## src/capture_compare_pkg.sv

```systemverilog
// Package: register map, field positions and types for the timer capture/compare block
`default_nettype none
package capture_compare_pkg;
  localparam int unsigned TIMER_WIDTH = 16;
  // Register byte addresses (word aligned)
  localparam logic [9:0] OFF_CONTROL    = 10'h000;
  localparam logic [9:0] OFF_COUNTER    = 10'h004;
  localparam logic [9:0] OFF_CAPTURE    = 10'h008;
  localparam logic [9:0] OFF_COMPARE    = 10'h00C;
  localparam logic [9:0] OFF_DMA_COUNT  = 10'h010;
  localparam logic [9:0] OFF_DMA_ADDR   = 10'h014;
  localparam logic [9:0] OFF_IRQ_STATUS = 10'h018;
  localparam logic [9:0] OFF_IRQ_MASK   = 10'h01C;
  // Mask register keeps its index; the bus sees it at four times the index
  localparam logic [7:0] OFF_MASK_REG   = 8'hFF;
  localparam logic [9:0] OFF_MASK_WORD  = {OFF_MASK_REG, 2'b00};
  // Mask register fields
  localparam int unsigned CAPTURE_DMA_BIT = 6;
  localparam int unsigned COMPARE_DMA_BIT = 3;
  // Control register fields
  localparam int unsigned CTRL_RUN_BIT  = 0;
  localparam int unsigned CTRL_EDGE_BIT = 1;
  // Interrupt status fields
  localparam int unsigned IRQ_CAPTURE_BIT = 0;
  localparam int unsigned IRQ_COMPARE_BIT = 1;
  localparam int unsigned IRQ_BLOCK_BIT   = 2;
  // Reset values
  localparam logic [7:0]  MASK_RESET    = 8'h00;
  localparam logic [1:0]  CONTROL_RESET = 2'h0;
  localparam logic [2:0]  IRQ_RESET     = 3'h0;
  localparam logic [15:0] COUNT_RESET   = 16'h0000;

  typedef enum logic [1:0] {
    src_none,
    src_capture,
    src_compare
  } dma_source_e;

  typedef struct packed {
    logic        req;
    logic        write_to_timer;
    logic [15:0] addr;
    logic [15:0] data;
  } dma_request_s;

  typedef struct packed {
    logic        ack;
    logic        block_completion;
    logic        own;
    logic [15:0] data;
  } dma_answer_s;
endpackage
`default_nettype wire

```

## src/capture_compare.sv

```systemverilog
// Capture/compare timer unit with DMA or interrupt servicing of its events
`default_nettype none
// Operation
// - Sixteen-bit counter with capture and compare
// - Trigger edge latches counter into capture register
// - Counter match toggles compare output pin
// - Each event raises interrupt if its enable is clear, else DMA request if none is pending, else nothing (capture wins a tie)
// - DMA moves capture/compare data without software
// - Mask bit 6 routes capture to DMA
// - Mask bit 3 routes compare to DMA
// - Counter and address registers define block
// - Own block completion clears matching enable bit
// - Ignore completions belonging to other requesters
// - Pending request survives foreign completion
// - Cleared enable stops further DMA requests
// - Cleared enable sends events to interrupt
module capture_compare
  import capture_compare_pkg::*;
#(
  parameter int unsigned WIDTH = TIMER_WIDTH
) (
  input  wire logic         pclk,
  input  wire logic         presetn,
  input  wire logic         clk_en,
  input  wire logic         psel,
  input  wire logic         penable,
  input  wire logic         pwrite,
  input  wire logic [9:0]   paddr,
  input  wire logic [31:0]  pwdata,
  output logic      [31:0]  prdata,
  output logic              pready,
  output logic              pslverr,
  input  wire logic         capture_pin,
  output logic              compare_pin,
  output logic              irq,
  output dma_request_s      dma_req,
  input  wire dma_answer_s  dma_ans,
  output logic [15:0]       dma_count,
  output logic [15:0]       dma_addr
);
  logic [WIDTH-1:0] counter;
  logic [WIDTH-1:0] capture_value_reg;
  logic [WIDTH-1:0] compare_value_reg;
  logic [7:0]       interrupt_dma_mask;
  logic [1:0]       control;
  logic [2:0]       irq_status;
  logic [2:0]       irq_mask;
  logic [1:0]       cap_sync;
  logic             cap_prev;
  dma_source_e      pending;
  logic             access_done;

  // Pin crossing: first stage is read by the second stage only
  always_ff @(posedge pclk or negedge presetn) begin
    if (!presetn) begin
      cap_sync <= 2'h0;
      cap_prev <= 1'b0;
    end else if (clk_en) begin
      cap_sync <= {cap_sync[0], capture_pin};
      cap_prev <= cap_sync[1];
    end
  end

  // Decode
  wire       bus_write     = psel && penable && pwrite && !access_done;
  wire       bus_read      = psel && penable && !pwrite && !access_done;
  wire       hit_control   = paddr == OFF_CONTROL;
  wire       hit_counter   = paddr == OFF_COUNTER;
  wire       hit_capture   = paddr == OFF_CAPTURE;
  wire       hit_compare   = paddr == OFF_COMPARE;
  wire       hit_count     = paddr == OFF_DMA_COUNT;
  wire       hit_addr      = paddr == OFF_DMA_ADDR;
  wire       hit_status    = paddr == OFF_IRQ_STATUS;
  wire       hit_imask     = paddr == OFF_IRQ_MASK;
  // Only the aligned word address of the mask index is decoded
  wire       hit_mask      = paddr == OFF_MASK_WORD;
  wire       hit_any       = hit_control || hit_counter || hit_capture || hit_compare ||
                             hit_count || hit_addr || hit_status || hit_imask || hit_mask;
  wire       running       = control[CTRL_RUN_BIT];
  wire       cap_level     = control[CTRL_EDGE_BIT] ? !cap_sync[1] : cap_sync[1];
  wire       cap_prev_lvl  = control[CTRL_EDGE_BIT] ? !cap_prev : cap_prev;
  wire       capture_event = running && cap_level && !cap_prev_lvl;
  wire       compare_event = running && (counter == compare_value_reg);
  wire       cap_dma_en    = interrupt_dma_mask[CAPTURE_DMA_BIT];
  wire       cmp_dma_en    = interrupt_dma_mask[COMPARE_DMA_BIT];
  // Each event picks exactly one path from its enable bit
  wire       cap_to_dma    = capture_event && cap_dma_en;
  wire       cmp_to_dma    = compare_event && cmp_dma_en;
  wire       cap_to_irq    = capture_event && !cap_dma_en;
  wire       cmp_to_irq    = compare_event && !cmp_dma_en;
  // Only a completion tagged as ours may clear an enable; others pass by
  wire       own_done      = dma_ans.ack && dma_ans.own && dma_ans.block_completion;
  wire       own_ack       = dma_ans.ack && dma_ans.own;
  wire       clr_cap_en    = own_done && (pending == src_capture);
  wire       clr_cmp_en    = own_done && (pending == src_compare);
  wire       mask_wr       = bus_write && hit_mask;
  wire [2:0] irq_events    = {own_done, cmp_to_irq, cap_to_irq};
  wire [2:0] status_clr    = (bus_write && hit_status) ? pwdata[2:0] : 3'h0;
  wire [2:0] next_status   = (irq_status & ~status_clr) | irq_events;
  wire [WIDTH-1:0] next_counter = counter + WIDTH'(1);

  // Zero-extend a timer-width value onto the 32-bit read bus
  function automatic logic [31:0] word_of(input logic [WIDTH-1:0] value);
    word_of = {{(32-WIDTH){1'b0}}, value};
  endfunction

  // Read mux
  wire [31:0] read_word =
    hit_control ? {30'h0, control} :
    hit_counter ? word_of(counter) :
    hit_capture ? word_of(capture_value_reg) :
    hit_compare ? word_of(compare_value_reg) :
    hit_count   ? {16'h0, dma_count} :
    hit_addr    ? {16'h0, dma_addr} :
    hit_status  ? {29'h0, irq_status} :
    hit_imask   ? {29'h0, irq_mask} :
    hit_mask    ? {24'h0, interrupt_dma_mask} : 32'h0;

  // APB slave: one wait state in each access phase, ready pulses on the following edge
  // Writes land on the same edge that raises ready, so the master must hold the request until then
  always_ff @(posedge pclk or negedge presetn) begin
    if (!presetn) begin
      pready      <= 1'b0;
      pslverr     <= 1'b0;
      prdata      <= 32'h0;
      access_done <= 1'b0;
    end else if (clk_en) begin
      pready      <= psel && penable && !access_done;
      pslverr     <= psel && penable && !access_done && !hit_any;
      access_done <= psel && penable && !access_done;
      if (bus_read) begin
        prdata <= read_word;
      end
    end
  end

  // Counter; a software write takes precedence over the count step
  always_ff @(posedge pclk or negedge presetn) begin
    if (!presetn) begin
      counter <= COUNT_RESET;
    end else if (clk_en) begin
      if (bus_write && hit_counter) begin
        counter <= pwdata[WIDTH-1:0];
      end else if (running) begin
        counter <= next_counter;
      end
    end
  end

  // Capture register; a trigger wins over a software write in the same cycle
  always_ff @(posedge pclk or negedge presetn) begin
    if (!presetn) begin
      capture_value_reg <= COUNT_RESET;
    end else if (clk_en) begin
      if (capture_event) begin
        capture_value_reg <= counter;
      end else if (bus_write && hit_capture) begin
        capture_value_reg <= pwdata[WIDTH-1:0];
      end
    end
  end

  // DMA write-back into the compare register happens without software
  always_ff @(posedge pclk or negedge presetn) begin
    if (!presetn) begin
      compare_value_reg <= COUNT_RESET;
    end else if (clk_en) begin
      if (own_ack && pending == src_compare) begin
        compare_value_reg <= dma_ans.data[WIDTH-1:0];
      end else if (bus_write && hit_compare) begin
        compare_value_reg <= pwdata[WIDTH-1:0];
      end
    end
  end

  // Compare pin toggles on every cycle of a match while the counter runs
  always_ff @(posedge pclk or negedge presetn) begin
    if (!presetn) begin
      compare_pin <= 1'b0;
    end else if (clk_en) begin
      if (compare_event) begin
        compare_pin <= !compare_pin;
      end
    end
  end

  // Control and interrupt mask
  always_ff @(posedge pclk or negedge presetn) begin
    if (!presetn) begin
      control  <= CONTROL_RESET;
      irq_mask <= IRQ_RESET;
    end else if (clk_en) begin
      if (bus_write && hit_control) begin
        control <= pwdata[1:0];
      end
      if (bus_write && hit_imask) begin
        irq_mask <= pwdata[2:0];
      end
    end
  end

  // Enable bits: hardware clear on own completion; a software write of one re-arms
  always_ff @(posedge pclk or negedge presetn) begin
    if (!presetn) begin
      interrupt_dma_mask <= MASK_RESET;
    end else if (clk_en) begin
      if (mask_wr) begin
        interrupt_dma_mask <= pwdata[7:0];
      end else begin
        if (clr_cap_en) begin
          interrupt_dma_mask[CAPTURE_DMA_BIT] <= 1'b0;
        end
        if (clr_cmp_en) begin
          interrupt_dma_mask[COMPARE_DMA_BIT] <= 1'b0;
        end
      end
    end
  end

  // DMA block descriptor; software owns it, our acks advance it
  // Count holds at zero rather than wrapping
  always_ff @(posedge pclk or negedge presetn) begin
    if (!presetn) begin
      dma_count <= 16'h0;
    end else if (clk_en) begin
      if (bus_write && hit_count) begin
        dma_count <= pwdata[15:0];
      end else if (own_ack && dma_count != 16'h0) begin
        dma_count <= dma_count - 16'h1;
      end
    end
  end

  // Address steps by one word per served transfer
  always_ff @(posedge pclk or negedge presetn) begin
    if (!presetn) begin
      dma_addr <= 16'h0;
    end else if (clk_en) begin
      if (bus_write && hit_addr) begin
        dma_addr <= pwdata[15:0];
      end else if (own_ack) begin
        dma_addr <= dma_addr + 16'h1;
      end
    end
  end

  // Request stays raised until our own ack; foreign completions cannot drop it
  always_ff @(posedge pclk or negedge presetn) begin
    if (!presetn) begin
      pending <= src_none;
      dma_req <= '0;
    end else if (clk_en) begin
      case (pending)
        src_none: begin
          if (cap_to_dma) begin
            pending <= src_capture;
            // Counter itself: the capture register only takes it at this same edge
            dma_req <= '{req: 1'b1, write_to_timer: 1'b0, addr: dma_addr,
                         data: 16'(counter)};
          end else if (cmp_to_dma) begin
            pending <= src_compare;
            dma_req <= '{req: 1'b1, write_to_timer: 1'b1, addr: dma_addr, data: 16'h0};
          end
        end
        src_capture, src_compare: begin
          if (own_ack) begin
            pending <= src_none;
            dma_req <= '0;
          end
        end
        default: begin
          pending <= src_none;
          dma_req <= '0;
        end
      endcase
    end
  end

  // Sticky status, write one to clear; a new event wins over the clear
  always_ff @(posedge pclk or negedge presetn) begin
    if (!presetn) begin
      irq_status <= IRQ_RESET;
    end else if (clk_en) begin
      irq_status <= next_status;
    end
  end

  // Level follows the next status, so it rises in step with the status bit
  always_ff @(posedge pclk or negedge presetn) begin
    if (!presetn) begin
      irq <= 1'b0;
    end else if (clk_en) begin
      irq <= |(next_status & irq_mask);
    end
  end
endmodule
`default_nettype wire

```

## config.mk

```make
export PLATFORM = sky130hd
export DESIGN_NAME = capture_compare
export DESIGN_NICKNAME = d
export VERILOG_FILES = /design/src/capture_compare_pkg.sv /design/src/capture_compare.sv
export SDC_FILE = /design/constraint.sdc
export NUM_CORES = 1
export LEC_CHECK = 0
export BUFFER_PORTS_ARGS = -buffer_cell sky130_fd_sc_hd__buf_4
export CAP_MARGIN = 20
export CORE_UTILIZATION = 51
export CTS_CLUSTER_SIZE = 14
export DETAILED_ROUTE_END_ITERATION = 7
export GPL_ROUTABILITY_DRIVEN = 0
export GPL_TIMING_DRIVEN = 0
export PLACE_DENSITY = 0.79
export SLEW_MARGIN = 15
export SYNTH_ARGS = -nofsm -noshare
export SYNTH_HDL_FRONTEND = slang
export SYNTH_SLANG_ARGS = --single-unit
```

## constraint.sdc

```tcl
create_clock -name pclk -period 2.4 [get_ports pclk]
set_input_delay 0.24 -clock pclk [delete_from_list [all_inputs] [get_ports pclk]]
set_output_delay 0.24 -clock pclk [all_outputs]
set_load 0.03 [all_outputs]
```

==> summary.md <==
| Metric | Value |
|---|---|
| Max-slew violations | `0` |
| Leakage power | `4.86 nW` |
| CP most frequent cell | `or4_4` |
| Fillers | `1417` |
| Placed Area | `10400 um2` |
| Post-layout util | `64.9%` |
| Die Span X | `135 um` |
| Sink Count | `154` |
| Antenna cells | `0` |
| Slew headroom | `43.8%` |
| Final Cycle Share | `102%` |
| Cts bufs inserted | `17` |
| Final hold viol count | `0` |
| Synthesized area | `8960 um2` |
| Vias/cell | `6.70` |
| Critical Path RT | `2760 ps` |
| Starting density of the core | `52.0%` |
| Ys flop type | `dfrtp_1` |
| P&R area growth vs syn | `24.8%` |
| Largest Register | `dma_req` |
| Overflow after GRT | `0` |
| Via count | `9523` |
| Number of port buffers | `135` |
| Share of cells above drive strength 1 | `23.4%` |
| Asr flop ratio synth | `100%` |
| Max-cap check violation count | `0` |
| Sequential cell area | `3860 um2` |
| 1st-pass router iterations | `8` |
| Area of the multi-input gates | `4800 um2` |
| Crit end category | `flop` |
| Vias in the first global route | `8915` |
| Bufs on Longest Clock Path | `2` |
| Failing checks | `DRC, setup timing` |
| Largest net degree at the start of global routing | `86` |
| Min Tclk post-route | `2440 ps` |
| Max rail drop VDD | `0.000938 V` |
| Drt drc | `5` |
| Crit path kind | `flop to flop` |
| Status | `finished with violations` |
| Fmax achieved | `410 MHz` |
| Post-synthesis cell count | `1005` |
| Io pins | `170` |
| PwrDens | `821 nW/um2` |
| CP max-delay cell | `or4_4` |
| CP Launch Type | `flop` |
| Clock Pin Slew Worst Setup and Hold Paths | `70 ps` |
| First-pass GRT wire length | `50100 um` |
| Routed Antenna Nets | `0` |
| Number of H-tree levels | `4` |
| Worst slew pin tran | `834 ps` |
| Synth unique cells | `78` |
| Max stage delay on crit path | `560 ps` |
| CTS tree | `yes` |
| CP arrival | `2800 ps` |
| Register area share after synthesis | `43.0%` |
| GRT Resource Usage Total | `37.0%` |
| RSZ-0062 raised after global routing | `true` |
| Max FFs per register | `34` |
| Post-route cell area | `11200 um2` |
| Ys Warns | `0` |
| Post-DR wirelength/cell | `23.2 um` |
| Worst clock skew | `15.7 ps` |
| Final worst slack | `-40.3 ps` |
| Post-DP HPWL | `23100 um` |
| Design Power | `9.19 mW` |
| Crit path max fanout | `4` |
| Post-synth EDFFs | `0` |
| CTS root buffer | `clkbuf_16` |
| Die H | `135 um` |
| Die ar. | `18100 um2` |
| WL final | `33000 um` |
| Seq cells post-synth | `154` |
| Initial antenna violation count | `1` |
| Hold slack | `28.7 ps` |
| Syn_area_per_cell | `8.92 um2` |
| Hold crit path type | `input port to flop` |
| Clk_lat worst skew | `450 ps` |
| Initial DRC Count | `1240` |
| Core box area | `17200 um2` |
| Setup violators final | `3` |
| Nets | `1258` |
| Core Rows | `48` |
| Worst path cell trace | `or4_4, or4_4, buf_6, nand4b_1, or3b_1, a31oi_1` |
worst paths after layout:
| kind | slack [ps] | start | cells after the start | end |
|---|---|---|---|---|
| worst max-delay path | -40 | dma_count[6]$_DFFE_PN0P_ | 6 | dma_count[15]$_DFFE_PN0P_ |
| worst min-delay path | 30 | capture_pin | 2 | cap_sync[0]$_DFFE_PN0P_ |
| worst max register to register | -40 | dma_count[6]$_DFFE_PN0P_ | 6 | dma_count[15]$_DFFE_PN0P_ |
| worst min register to register | 480 | prdata[8]$_DFFE_PN0P_ | 2 | prdata[8]$_DFFE_PN0P_ |
| max in group asynchronous | 1250 | presetn | 3 | dma_count[0]$_DFFE_PN0P_ |
| min in group asynchronous | 330 | presetn | 2 | dma_req[12]$_DFFE_PN0P_ |
critical path: cells and delay by family (launching register included):
family / cells / cell delay, ps
compound gates: 1 / 170
buf+inv: 1 / 150
flops: 1 / 420
simple gates: 4 / 1630
kinds of logic after synthesis:
kind of cell | Yosys count | share of synthesized area, %
AOI/OAI and AO/OA | 357 | 25.4
xor gates and xnor gates | 17 | 1.66
other | 1 | 0.0418
and+or+nand+nor | 308 | 17.8
DFF | 154 | 43.0
muxes | 48 | 5.64
buffers and inverters | 114 | 5.64
adders and majority gates | 6 | 0.837
through the flow:
stage | instances | setup WS [ps] | setup TNS, ps
CTS | 1421 | -90.3 | -196
floorplan | 1020 | -131 | -209
finish | 1421 | -40.3 | -64.5
detailed placement | 1381 | -762 | -42800
global placement | 1380 | -658 | -38850
global route | 1421 | -69.6 | -143
cells in the final DEF (no fill, tap or decap), types with 20 or more instances in the layout:
cell	Yosys	routed
a21oi_1	81	81
a22oi_1	35	35
buf_4	17	167
clkbuf_1	66	46
dfrtp_1	154	147
mux2i_1	31	31
nand2_1	91	91
nand3_1	46	46
nor2_1	47	47
nor3_1	22	20
o21ai_0	121	116
metal layers:
layer  routed length, um  track usage (%)  part of all wire, %
met3                4670             11.1                   14
met1               11900             47.5                   36
met4                1900             20.8                  5.8
met2               14400             56.0                   44
met5                  12                0                0.036
Yosys cell counts (all sizes together) (19+ instances only):
master  count  area share (%)
a22oi      35             2.9
o21ai     123             6.9
inv        19            0.80
buf        29             2.1
nor2       48             2.0
nand2      91             3.8
dfrtp     154              43
clkbuf     66             2.8
a21oi      81             4.5
mux2i      31             3.5
nand3      46             2.6
nor3       22             1.2
what timing repair did:
action | CTS | global route
setup endpoints to repair | 89 | 88
pin swaps | 7 | 7
endpoints found under the hold margin | 69 | 0
buffers inserted | 13 | 4
gates resized for setup | 20 | 40
hold buffers | 1 | 0
area by class of cell:
type	instances	area share, %
plain buffers	84	3.72
clock buffers	20	4.08
clock inverters	11	0.872
inverters	19	0.637
multi-input cells	752	42.9
flip-flops and latches	154	34.5
well taps	225	2.52
repair buffers	156	10.8
power breakdown:
| part | total (mW) | switching [mW] | internal (mW) |
|---|---|---|---|
| sequential | 3.56 | 0.536 | 3.02 |
| clock | 2.60 | 1.13 | 1.47 |
| combinational | 3.03 | 1.86 | 1.17 |
| total | 9.19 | 3.53 | 5.66 |
Note: power is estimated with default switching activity, not from simulation.
